### src/logic/gpio_ports_pkg.sv
// Shared constants and types for the port G/H/J data-register block
package gpio_ports_pkg;

  localparam int          ADDR_W      = 32;
  localparam int          DATA_W      = 8;
  localparam int          PORT_W      = 8;
  localparam int          MODE_W      = 2;
  localparam int          SYNC_STAGES = 3;

  // Register offsets as printed; the top three address bits only pick a space alias
  localparam logic [31:0] OFS_G_DATA  = 32'h0400012c;
  localparam logic [31:0] OFS_H_DATA  = 32'h0400012e;
  localparam logic [31:0] OFS_J_DATA  = 32'ha4000130;
  localparam logic [31:0] PHYS_MASK   = 32'h1fffffff;

  // Field positions and values after power-on reset
  localparam int          H_RW_BIT    = 7;
  localparam logic        RST_H_BIT7  = 1'b0;
  localparam logic [7:0]  RST_J_DATA  = 8'h00;
  localparam logic [7:0]  RD_IDLE     = 8'h00;
  localparam logic        RST_SYNC    = 1'b0;

  typedef enum logic [1:0] {
    MODE_OTHER     = 2'b00,
    MODE_OUTPUT    = 2'b01,
    MODE_IN_PULLUP = 2'b10,
    MODE_IN_NOPULL = 2'b11
  } pin_mode_type;

endpackage

### src/logic/pin_sync_if.sv
// Carrier between the register block and its pin synchroniser bank
`timescale 1ns/1ps
interface pin_sync_if #(
  parameter int WIDTH = 24
);
  logic [WIDTH-1:0] raw;
  logic [WIDTH-1:0] clean;

  modport user (output raw, input clean);
  modport sync (input raw, output clean);
endinterface

### src/logic/pin_sync_bank.sv
// Three-stage pin synchroniser with agreement filter, one lane per pin
`timescale 1ns/1ps
module pin_sync_bank #(
  parameter int WIDTH = 24
) (
  // Clock and reset
  input  wire logic clock,
  input  wire logic rst_n,
  // Pins in, settled levels out
  pin_sync_if.sync  pins
);

  if (WIDTH < 1) begin : badWidth
    $error("pin_sync_bank needs at least one lane");
  end
  if (gpio_ports_pkg::SYNC_STAGES != 3) begin : badStages
    $error("pin_sync_bank is built for three stages");
  end

  for (genvar i = 0; i < WIDTH; i++) begin : lane
    logic stage1_r;
    logic stage2_r;
    logic stage3_r;
    logic settled_r;

    // First stage feeds only the second, never any logic
    always_ff @(posedge clock) begin
      if (!rst_n) begin
        stage1_r <= gpio_ports_pkg::RST_SYNC;
        stage2_r <= gpio_ports_pkg::RST_SYNC;
        stage3_r <= gpio_ports_pkg::RST_SYNC;
      end else begin
        stage1_r <= pins.raw[i];
        stage2_r <= stage1_r;
        stage3_r <= stage2_r;
      end
    end

    // A change counts only once two later stages agree, so a runt is dropped
    always_ff @(posedge clock) begin
      if (!rst_n) begin
        settled_r <= gpio_ports_pkg::RST_SYNC;
      end else if (stage2_r == stage3_r) begin
        settled_r <= stage3_r;
      end
    end

    assign pins.clean[i] = settled_r;
  end

endmodule

### src/logic/gpio_ports_g_h_j.sv
// Data registers and pin logic for general-purpose ports G, H and J
// What this block does
// Port G data register is 8-bit read-only, bit n mirrors pin n.
// A port G pin in general input mode reads its current level.
// After power-on reset port G pins are inputs with pull-up; reads give pins.
// Writes to read-only bits (all G, H bits 6..0) are dropped, pins untouched.
// Port H bit 7 is read/write, bits 6..0 read-only, each mirrors its pin.
// Power-on reset clears H bit 7; H pins start as pulled-up inputs.
// Port H contents survive standby, sleep and manual reset.
// Port H bits 6..0 read low unless their pin is a general input.
// A writable bit whose pin is an output reads back the stored bit.
// In output mode the stored writable bit drives its pin.
// Other-function and input modes still store writes but leave the pin alone.
// Mode 00 other function, 01 output/reserved, 10 pull-up input, 11 plain input.
// Port J data register is 8-bit read/write, cleared by power-on reset.
// Port J contents survive standby, sleep and manual reset.
// Every input pin passes a synchroniser before a register read sees it.
//
// Strobed register access is this design's own decision.
`timescale 1ns/1ps
module gpio_ports_g_h_j #(
  parameter int PORT_W = gpio_ports_pkg::PORT_W
) (
  // Clock and power-on reset
  input  wire logic                  clock,
  input  wire logic                  rst_n,
  // Register port
  input  wire logic [31:0]           addr,
  input  wire logic [7:0]            wrData,
  input  wire logic                  wrStrobe,
  input  wire logic                  rdStrobe,
  output logic      [7:0]            rdData,
  // Pin mode fields, two bits per pin, pin n at bits 2n+1:2n
  input  wire logic [2*PORT_W-1:0]   gMode,
  input  wire logic [2*PORT_W-1:0]   hMode,
  input  wire logic [2*PORT_W-1:0]   jMode,
  // Port G pins
  input  wire logic [PORT_W-1:0]     gPinIn,
  output logic      [PORT_W-1:0]     gPullUp,
  // Port H pins
  input  wire logic [PORT_W-1:0]     hPinIn,
  output logic                       hPin7Out,
  output logic                       hPin7OeN,
  output logic      [PORT_W-1:0]     hPullUp,
  // Port J pins
  input  wire logic [PORT_W-1:0]     jPinIn,
  output logic      [PORT_W-1:0]     jPinOut,
  output logic      [PORT_W-1:0]     jPinOeN,
  output logic      [PORT_W-1:0]     jPullUp
);

  localparam int SYNC_W = 3 * PORT_W;

  if (PORT_W != gpio_ports_pkg::DATA_W) begin : badWidth
    $error("gpio_ports_g_h_j ports must match the 8-bit data path");
  end

  logic                hBit7_r;
  logic [PORT_W-1:0]   jData_r;
  logic [7:0]          rdData_r;
  logic [PORT_W-1:0]   gSync;
  logic [PORT_W-1:0]   hSync;
  logic [PORT_W-1:0]   jSync;
  logic [PORT_W-1:0]   gRead;
  logic [PORT_W-1:0]   hRead;
  logic [PORT_W-1:0]   jRead;
  logic [31:0]         physAddr;
  logic                hitG;
  logic                hitH;
  logic                hitJ;
  logic [7:0]          rdData_nxt;
  logic                hWrEn;
  logic                jWrEn;

  // Which register an access names; the hits are exclusive so order is free
  typedef enum logic [1:0] {
    SEL_NONE = 2'b00,
    SEL_G    = 2'b01,
    SEL_H    = 2'b10,
    SEL_J    = 2'b11
  } reg_sel_type;

  reg_sel_type         regSel;

  pin_sync_if #(.WIDTH(SYNC_W)) syncBus ();

  // Pins cross into the clock domain before any read sees them
  assign syncBus.raw = {jPinIn, hPinIn, gPinIn};
  assign gSync       = syncBus.clean[PORT_W-1:0];
  assign hSync       = syncBus.clean[2*PORT_W-1:PORT_W];
  assign jSync       = syncBus.clean[3*PORT_W-1:2*PORT_W];

  pin_sync_bank #(.WIDTH(SYNC_W)) pinSync (
    .clock (clock),
    .rst_n (rst_n),
    .pins  (syncBus)
  );

  // Address decode; the alias bits are ignored so both address spaces hit
  assign physAddr = addr & gpio_ports_pkg::PHYS_MASK;
  assign hitG     = physAddr == (gpio_ports_pkg::OFS_G_DATA & gpio_ports_pkg::PHYS_MASK);
  assign hitH     = physAddr == (gpio_ports_pkg::OFS_H_DATA & gpio_ports_pkg::PHYS_MASK);
  assign hitJ     = physAddr == (gpio_ports_pkg::OFS_J_DATA & gpio_ports_pkg::PHYS_MASK);

  always_comb begin
    regSel = SEL_NONE;
    if (hitG) begin
      regSel = SEL_G;
    end else if (hitH) begin
      regSel = SEL_H;
    end else if (hitJ) begin
      regSel = SEL_J;
    end
  end

  // A write strobe to port G or an unmapped address reaches no storage
  assign hWrEn = wrStrobe && (regSel == SEL_H);
  assign jWrEn = wrStrobe && (regSel == SEL_J);

  // Per-pin decode; each port keeps its own tables since the rules differ by bit
  for (genvar i = 0; i < PORT_W; i++) begin : pinBit
    // Only port H bit 7 holds storage; its lower bits are input-only
    localparam bit H_WR = i == gpio_ports_pkg::H_RW_BIT;

    gpio_ports_pkg::pin_mode_type gM;
    gpio_ports_pkg::pin_mode_type hM;
    gpio_ports_pkg::pin_mode_type jM;
    logic                         gRdBit;
    logic                         gPullBit;
    logic                         hRdBit;
    logic                         hPullBit;
    logic                         jRdBit;
    logic                         jPullBit;
    logic                         jOeNBit;

    assign gM = gpio_ports_pkg::pin_mode_type'(gMode[2*i+:2]);
    assign hM = gpio_ports_pkg::pin_mode_type'(hMode[2*i+:2]);
    assign jM = gpio_ports_pkg::pin_mode_type'(jMode[2*i+:2]);

    // Port G read: level in either input mode, low in 00 and the reserved 01
    always_comb begin
      gRdBit = 1'h0;
      case (gM)
        gpio_ports_pkg::MODE_OTHER: begin
          gRdBit = 1'h0;
        end
        gpio_ports_pkg::MODE_OUTPUT: begin
          gRdBit = 1'h0;
        end
        gpio_ports_pkg::MODE_IN_PULLUP: begin
          gRdBit = gSync[i];
        end
        gpio_ports_pkg::MODE_IN_NOPULL: begin
          gRdBit = gSync[i];
        end
        default: begin
          gRdBit = 1'h0;
        end
      endcase
    end

    // Port G pad: never driven; the controller resets to 10, hence pulled-up inputs
    always_comb begin
      gPullBit = 1'h0;
      case (gM)
        gpio_ports_pkg::MODE_IN_PULLUP: begin
          gPullBit = 1'h1;
        end
        gpio_ports_pkg::MODE_OTHER,
        gpio_ports_pkg::MODE_OUTPUT,
        gpio_ports_pkg::MODE_IN_NOPULL: begin
          gPullBit = 1'h0;
        end
        default: begin
          gPullBit = 1'h0;
        end
      endcase
    end

    // Port H read: pin level in input modes, else stored bit 7 or low
    always_comb begin
      hRdBit = 1'h0;
      case (hM)
        gpio_ports_pkg::MODE_OTHER: begin
          hRdBit = H_WR ? hBit7_r : 1'h0;
        end
        gpio_ports_pkg::MODE_OUTPUT: begin
          hRdBit = H_WR ? hBit7_r : 1'h0;
        end
        gpio_ports_pkg::MODE_IN_PULLUP: begin
          hRdBit = hSync[i];
        end
        gpio_ports_pkg::MODE_IN_NOPULL: begin
          hRdBit = hSync[i];
        end
        default: begin
          hRdBit = 1'h0;
        end
      endcase
    end

    // Port H pad: pull-up only in mode 10; the bit 7 driver is decoded below
    always_comb begin
      hPullBit = 1'h0;
      case (hM)
        gpio_ports_pkg::MODE_IN_PULLUP: begin
          hPullBit = 1'h1;
        end
        gpio_ports_pkg::MODE_OTHER,
        gpio_ports_pkg::MODE_OUTPUT,
        gpio_ports_pkg::MODE_IN_NOPULL: begin
          hPullBit = 1'h0;
        end
        default: begin
          hPullBit = 1'h0;
        end
      endcase
    end

    // Port J read: stored bit unless an input mode selects the pin level
    always_comb begin
      jRdBit = jData_r[i];
      case (jM)
        gpio_ports_pkg::MODE_OTHER: begin
          jRdBit = jData_r[i];
        end
        gpio_ports_pkg::MODE_OUTPUT: begin
          jRdBit = jData_r[i];
        end
        gpio_ports_pkg::MODE_IN_PULLUP: begin
          jRdBit = jSync[i];
        end
        gpio_ports_pkg::MODE_IN_NOPULL: begin
          jRdBit = jSync[i];
        end
        default: begin
          jRdBit = jData_r[i];
        end
      endcase
    end

    // Port J pad: driven only in mode 01, so a stored write never leaks out early
    always_comb begin
      jOeNBit  = 1'h1;
      jPullBit = 1'h0;
      case (jM)
        gpio_ports_pkg::MODE_OUTPUT: begin
          jOeNBit = 1'h0;
        end
        gpio_ports_pkg::MODE_IN_PULLUP: begin
          jPullBit = 1'h1;
        end
        gpio_ports_pkg::MODE_OTHER,
        gpio_ports_pkg::MODE_IN_NOPULL: begin
          jOeNBit = 1'h1;
        end
        default: begin
          jOeNBit = 1'h1;
        end
      endcase
    end

    assign gRead[i]   = gRdBit;
    assign gPullUp[i] = gPullBit;
    assign hRead[i]   = hRdBit;
    assign hPullUp[i] = hPullBit;
    assign jRead[i]   = jRdBit;
    assign jPullUp[i] = jPullBit;
    assign jPinOeN[i] = jOeNBit;
  end

  // Port H bit 7 pin driver
  assign hPin7OeN = gpio_ports_pkg::pin_mode_type'(hMode[2*gpio_ports_pkg::H_RW_BIT+:2])
                    != gpio_ports_pkg::MODE_OUTPUT;
  assign hPin7Out = hBit7_r;
  assign jPinOut  = jData_r;

  // Only rst_n clears these; low-power modes and manual reset never reach here
  always_ff @(posedge clock) begin
    if (!rst_n) begin
      hBit7_r <= gpio_ports_pkg::RST_H_BIT7;
    end else if (hWrEn) begin
      // Bits 6..0 of the write are dropped, whatever the mode
      hBit7_r <= wrData[gpio_ports_pkg::H_RW_BIT];
    end
  end

  always_ff @(posedge clock) begin
    if (!rst_n) begin
      jData_r <= gpio_ports_pkg::RST_J_DATA;
    end else if (jWrEn) begin
      jData_r <= wrData;
    end
  end

  // Port G holds no storage, so a write to it has nothing to change
  always_comb begin
    rdData_nxt = gpio_ports_pkg::RD_IDLE;
    if (rdStrobe) begin
      case (regSel)
        SEL_G: begin
          rdData_nxt = gRead;
        end
        SEL_H: begin
          rdData_nxt = hRead;
        end
        SEL_J: begin
          rdData_nxt = jRead;
        end
        default: begin
          rdData_nxt = gpio_ports_pkg::RD_IDLE;
        end
      endcase
    end
  end

  // Read data stand for exactly one cycle after the strobe, zero otherwise
  always_ff @(posedge clock) begin
    if (!rst_n) begin
      rdData_r <= gpio_ports_pkg::RD_IDLE;
    end else begin
      rdData_r <= rdData_nxt;
    end
  end

  assign rdData = rdData_r;

endmodule

### config.mk
export PLATFORM = sky130hd
export DESIGN_NAME = gpio_ports_g_h_j
export DESIGN_NICKNAME = d
export VERILOG_FILES = /design/src/logic/gpio_ports_pkg.sv /design/src/logic/pin_sync_if.sv /design/src/logic/pin_sync_bank.sv /design/src/logic/gpio_ports_g_h_j.sv
export SDC_FILE = /design/constraint.sdc
export NUM_CORES = 1
export LEC_CHECK = 0
export BUFFER_PORTS_ARGS = -buffer_cell sky130_fd_sc_hd__clkbuf_2
export CORE_MARGIN = 3
export CORE_UTILIZATION = 30
export DETAILED_ROUTE_END_ITERATION = 16
export HOLD_SLACK_MARGIN = 0.15
export SETUP_SLACK_MARGIN = 0.1
export SYNTH_ARGS = -nofsm -noshare
export SYNTH_HDL_FRONTEND = slang
export SYNTH_SLANG_ARGS = --single-unit
### constraint.sdc
create_clock -name clock -period 4.7 [get_ports clock]
set_input_delay 1.41 -clock clock [delete_from_list [all_inputs] [get_ports clock]]
set_output_delay 1.41 -clock clock [all_outputs]
set_load 0.01 [all_outputs]
==> results of run 1 <==
[cell type report]
type	instances	area, µm²	area share, %
Clock inverter	12	108.9	1.947
Clock buffer	20	456.7	8.169
Inverter	2	7.507	0.1343
Multi-Input combinational cell	269	1709	30.57
Sequential cell	113	2262	40.47
Timing Repair Buffer	163	820.8	14.68
Tap cell	180	225.2	4.029
[through the flow]
stage / util [%] / cell area (µm²) / cells / total power, mW / setup slack [ns]
floorplan: - / 4287 / 430 / 1.087 / 1.631
global placement: 36.06 / 5025 / 727 / 1.144 / 1.388
detailed placement: 36.06 / 5025 / 727 / 1.147 / 1.350
CTS: 40.12 / 5590 / 759 / 2.343 / 1.467
global route: 40.12 / 5590 / 759 / 2.410 / 1.417
finish: 40.12 / 5590 / 759 / 2.310 / 1.488
[path summary, 6_finish.rpt]
kind,depth (start not counted),from,endpoint
worst max-delay path,3,jMode[13],jPullUp[6]
worst min-delay path,1,pinSync.lane[7].stage1_r,pinSync.lane[7].stage2_r
worst max register to register,4,pinSync.lane[7].settled_r,rdData[7]
worst min register to register,1,pinSync.lane[7].stage1_r,pinSync.lane[7].stage2_r
[layer usage]
layer | share of wire [%] | routed length, µm
met1 | 43 | 4064
met2 | 48 | 4567
met5 | 0 | 0
met3 | 7.2 | 680
met4 | 1.8 | 171
[sequential cells by signal, indices dropped and copies added, names as in the netlist]
name / count
jPinOut: 8
pinSync.lane.stage2_r: 24
hPin7Out: 1
pinSync.lane.settled_r: 24
rdData: 8
pinSync.lane.stage3_r: 24
pinSync.lane.stage1_r: 24
[power by group]
| group | internal, mW | switching, mW |
|---|---|---|
| logic | 0.0700 | 0.0607 |
| registers | 0.985 | 0.00886 |
| clock network | 0.755 | 0.431 |
[Yosys cell counts]
cell / count / area, µm²
nand3_1: 15 / 75.07
nor4b_1: 1 / 8.760
nand4_2: 2 / 25.02
a31oi_1: 1 / 6.260
nor3_1: 1 / 5.000
nor4b_4: 2 / 47.55
mux2_2: 1 / 11.26
clkbuf_1: 12 / 45.04
a21boi_0: 24 / 180.2
nand2_2: 1 / 6.260
nor2_1: 8 / 30.03
o21a_1: 7 / 52.55
nor4_4: 1 / 21.27
and3_1: 1 / 6.260
nand2_1: 43 / 161.4
mux2i_1: 18 / 180.2
nand2b_1: 9 / 56.30
buf_6: 2 / 22.52
inv_1: 2 / 7.510
nor4_2: 2 / 25.02
o21ai_0: 24 / 120.1
o22ai_1: 1 / 6.260
buf_4: 32 / 240.2
nor2b_1: 24 / 150.1
nor4b_2: 2 / 30.03
a21oi_1: 7 / 35.03
nor3b_2: 1 / 12.51
dfxtp_1: 113 / 2262
and2_1: 73 / 456.7
[worst register-to-register path, delay by kind of cell, from the launching register on]
| kind | cells | cell delay (ns) |
|---|---|---|
| compound gates | 1 | 0.14 |
| mux | 1 | 0.28 |
| simple gates | 2 | 0.25 |
| flops | 1 | 0.34 |
[cell families (layout without fill, tap and decap cells)]
kind of cell	after synthesis	count (layout)	share of synthesized area, %
buf+inv	48	197	7.355
compound gates	64	64	9.340
mux	19	19	4.466
simple gates	186	186	26.07
flops	113	113	52.77
==> impl_metrics.py, run 1 <==
metrics = {
    "synthesis": {
        "postSynthCellCount": 430,
        "ys_seq_area_share_pct": 52.77,
        "syn-num-nets": 546,
        "postSynthAreaPerCell_um2": 9.969,
        "ys_warn_count": 0,
        "synth-seq-cells": 113,
        "yosys.cell_types.count": 29,
        "syn_area_um2": 4287,
    },
    "critical_path": {
        "critPathTopFamily": "buffers and inverters",
        "critPathCaptureType": "output port",
        "cpMaxStageDelayCell": "nor2b_1",
        "required_ns": 3.29,
        "path_max_fanout": 3,
        "cp_slowest_stage_delay_ns": 0.14,
        "r2r_slack_ns": 3.64,
        "critPathKind": "primary input to output port",
        "cp-start-kind": "primary input",
        "cp_cell_sequence": "clkbuf_2 -> nor2b_1 -> clkbuf_2",
        "crit_buf_inv": 2,
        "crit_top_cell": "clkbuf_2",
        "worstPathArrival_ns": 1.80,
    },
    "grt": {
        "antenna_found_initial": 0,
        "grt_pass1_vias": 3277,
        "use_met2_pct": 20.77,
        "grt_usage_pct": 12.43,
        "busiest_layer": "met2",
        "grt_pass1_wl_um": 15450,
        "grt_overflow": 0,
        "met3_usage_pct": 4.656,
        "grt_max_degree": 70,
        "met1_usage_pct": 13.97,
    },
    "cts": {
        "clockBufferDepth": 2,
        "cts_tree": "built",
        "cts_setup_buffers": 0,
        "cts_sinks": 113,
        "clk_pin_slew_ns": 0.05,
        "h-tree-depth": 4,
        "insertion_delay_ns": 0.40,
        "hold_buffers": 0,
        "cts-root-buf": "clkbuf_16",
        "cts_buffers": 17,
        "post_cts_resized": 0,
    },
    "place": {
        "gp_congestion": 0.8055,
        "dp_hpwl_um": 7406,
        "port_buffers": 162,
    },
    "die": {
        "die_x_um": 125.5,
        "rows": 43,
        "ios": 166,
        "die_area_um2": 15760,
        "core_area_um2": 13930,
        "die_h_um": 125.5,
        "start_util_pct": 30.76,
    },
    "layout": {
        "fillers": 1335,
        "nNetsFinal": 682,
        "drive_above_1_share_pct": 35.58,
        "layout_common_cells": "clkbuf_2 (161), dfxtp_1 (113), and2_1 (73)",
        "mostFrequentLayoutCell": "clkbuf_2",
        "diodes": 0,
        "syn2layout_area_growth_pct": 30.41,
    },
    "sta": {
        "tns_ns": 0,
        "maxSlewHeadroom_pct": 43.85,
        "rsz0062_at_grt": "no",
        "max_clock_freq_ghz": 0.3113,
        "setup_viol": 0,
        "drv_slew": 0,
        "hold_viol_final": 0,
        "skew_ns": 0.005462,
        "worst_pin_slew_ns": 0.8385,
        "period_needed_ns": 3.212,
        "fin_crit_sh_pct": 68.35,
        "hold_slack_ns": 0.4292,
    },
    "detailed_routing": {
        "drt-initial-drc-count": 102,
        "vias_per_cell": 4.258,
        "postRouteAntennaNets": 0,
        "first_pass_iters": 4,
        "drc": 0,
        "wire_per_inst_um": 12.50,
        "routed_wl_um": 9484,
        "num_vias": 3232,
    },
    "flow_run": {
        "maxCapViolCount": 0,
    },
    "power": {
        "p_leak_nw": 2.413,
        "peakVddDrop_uv": 221.7,
        "power_density_nw_per_um2": 413.2,
    },
    "hold_path": {
        "min_path_type": "register to register",
    },
    "outcome": {
        "status": "completed",
    },
}
Power figures use the tool's default switching activity.
==> run 2: changes to the inputs <==
==> constraint.sdc (replaced) <==
create_clock -name clock -period 2.9 [get_ports clock]
set_input_delay 0.87 -clock clock [delete_from_list [all_inputs] [get_ports clock]]
set_output_delay 0.87 -clock clock [all_outputs]
set_load 0.01 [all_outputs]
==> run 2 against run 1 <==
Compared with the run above:
- critical path depth did not move
- final cell count grew 0.13%
- die area did not move
- clock power is 85% higher
- sequential power rose by 62%
- worst hold slack worse by 0.0012 ns
- first-iteration DRC count up 64%
- count of clock-buffer cells in the layout stayed put
==> impl_metrics.py, run 2 (same netlist as run 1, synthesis figures left out) <==
metrics = {
    "cts": {
        "clk_pin_slew_ns": 0.05,
        "cts_setup_buffers": 0,
        "cts_tree": "built",
        "post_cts_resized": 0,
        "cts_sinks": 113,
        "clockBufferDepth": 2,
        "cts_buffers": 17,
        "h-tree-depth": 4,
        "insertion_delay_ns": 0.40,
        "hold_buffers": 0,
        "cts-root-buf": "clkbuf_16",
    },
    "grt": {
        "busiest_layer": "met2",
        "grt_overflow": 0,
        "grt_usage_pct": 12.57,
        "met1_usage_pct": 14.68,
        "met3_usage_pct": 4.870,
        "antenna_found_initial": 0,
        "grt_pass1_wl_um": 15560,
        "grt_max_degree": 70,
        "use_met2_pct": 20.23,
        "grt_pass1_vias": 3321,
    },
    "detailed_routing": {
        "routed_wl_um": 9650,
        "postRouteAntennaNets": 0,
        "wire_per_inst_um": 12.70,
        "first_pass_iters": 4,
        "vias_per_cell": 4.214,
        "drt-initial-drc-count": 167,
        "drc": 0,
        "num_vias": 3203,
    },
    "place": {
        "post-place-ws_ns": 0.4620,
        "port_buffers": 162,
        "placed_cell_area_um2": 5040,
        "gp_congestion": 0.8182,
        "dp_hpwl_um": 7443,
    },
    "sta": {
        "worst_pin_slew_ns": 0.5444,
        "skew_ns": 0.006705,
        "maxSlewHeadroom_pct": 63.43,
        "fin_crit_sh_pct": 74.49,
        "tns_ns": 0,
        "drv_slew": 0,
        "rsz0062_at_grt": "no",
        "max_clock_freq_ghz": 0.4629,
        "hold_slack_ns": 0.4281,
        "period_needed_ns": 2.160,
        "worst_slack_ns": 0.7399,
        "setup_viol": 0,
        "hold_viol_final": 0,
    },
    "layout": {
        "stdcell_area_um2": 5673,
        "mostFrequentLayoutCell": "clkbuf_2",
        "nNetsFinal": 684,
        "syn2layout_area_growth_pct": 32.34,
        "diodes": 0,
        "final_util_pct": 40.71,
        "layout_common_cells": "clkbuf_2 (161), dfxtp_1 (113), and2_1 (73)",
        "drive_above_1_share_pct": 35.52,
    },
    "critical_path": {
        "worstPathArrival_ns": 1.29,
        "required_ns": 2.03,
        "r2r_slack_ns": 1.83,
        "timing.rr.start": "pinSync.lane[7].settled_r",
        "r2r_end": "rdData[7]",
        "path_max_fanout": 3,
        "reg2reg_depth": 4,
        "cp-start-kind": "primary input",
        "critPathCaptureType": "output port",
        "critPathKind": "primary input to output port",
    },
    "hold_path": {
        "whs_path_depth": 1,
        "min_path_type": "register to register",
        "hold_start": "pinSync.lane[2].stage1_r",
        "holdPathEnd": "pinSync.lane[2].stage2_r",
    },
    "die": {
        "ios": 166,
        "die_x_um": 125.5,
        "die_h_um": 125.5,
        "core_area_um2": 13930,
        "die_area_um2": 15760,
        "start_util_pct": 30.76,
        "rows": 43,
    },
    "power": {
        "p_clk_share_pct": 54.7,
        "seq_power_share_pct": 40.0,
        "power_density_nw_per_um2": 709.6,
        "switching_share_pct": 19.38,
        "internal_power_mw": 3.246,
        "p_switching_mw": 0.7800,
        "peakVddDrop_uv": 378.7,
        "combPwrFrac_pct": 5.3,
        "p_leak_nw": 2.456,
    },
    "outcome": {
        "status": "completed",
    },
    "flow_run": {
        "maxCapViolCount": 0,
    },
}
-- run 2: cell count changes in the layout (fill, tap and decap cells not counted), sizes merged --
cell	change
clkinv	-2
buf	+2
bufinv	+4
inv	-2
clkinvlp	-1
-- run 2: power by group through the flow --
stage	combinational, mW	sequential [mW]	clock, mW
6_report	0.214	1.61	2.20
5_1_grt	0.238	1.61	2.34
4_1_cts	0.220	1.61	2.26
3_5_place_dp	0.219	1.64	0
3_3_place_gp	0.215	1.64	0
2_1_floorplan	0.124	1.64	0
-- run 2: per-stage QoR --
stage	cells	power (mW)
detailed placement	729	1.862
global route	760	4.189
floorplan	430	1.761
finish	760	4.026
CTS	760	4.088
global placement	729	1.855
-- run 2: worst max-delay path by stage --
stage | slack (ns) | from | end
global placement | 0.56 | addr[1] | jPinOut[3]
CTS | 0.75 | jMode[11] | jPullUp[5]
floorplan | 0.87 | addr[1] | jPinOut[7]
global route | 0.70 | jMode[13] | jPullUp[6]
detailed placement | 0.46 | addr[1] | jPinOut[3]
finish | 0.74 | jMode[11] | jPullUp[5]
-- run 2: final cells by class --
cell class                      instances  area, µm²
Fill cell                            1361       8262
Sequential cell                       113       2262
Multi-Input combinational cell        269       1709
Timing Repair Buffer                  165      835.8
Clock buffer                           20      446.7
Tap cell                              180      225.2
Clock inverter                         11      186.4
Inverter                                2      7.507
-- run 2: layer usage --
metal	up-vias	part of all wire, %
met2	119	48
met1	1406	43
met4	0	2.1
met3	13	6.8
li1	1665	-
met5	-	0
-- run 2: worst max-delay path, cell delays in order --
cell and delay, ns:
clkbuf_2 0.12, nor2b_1 0.15, clkbuf_2 0.14
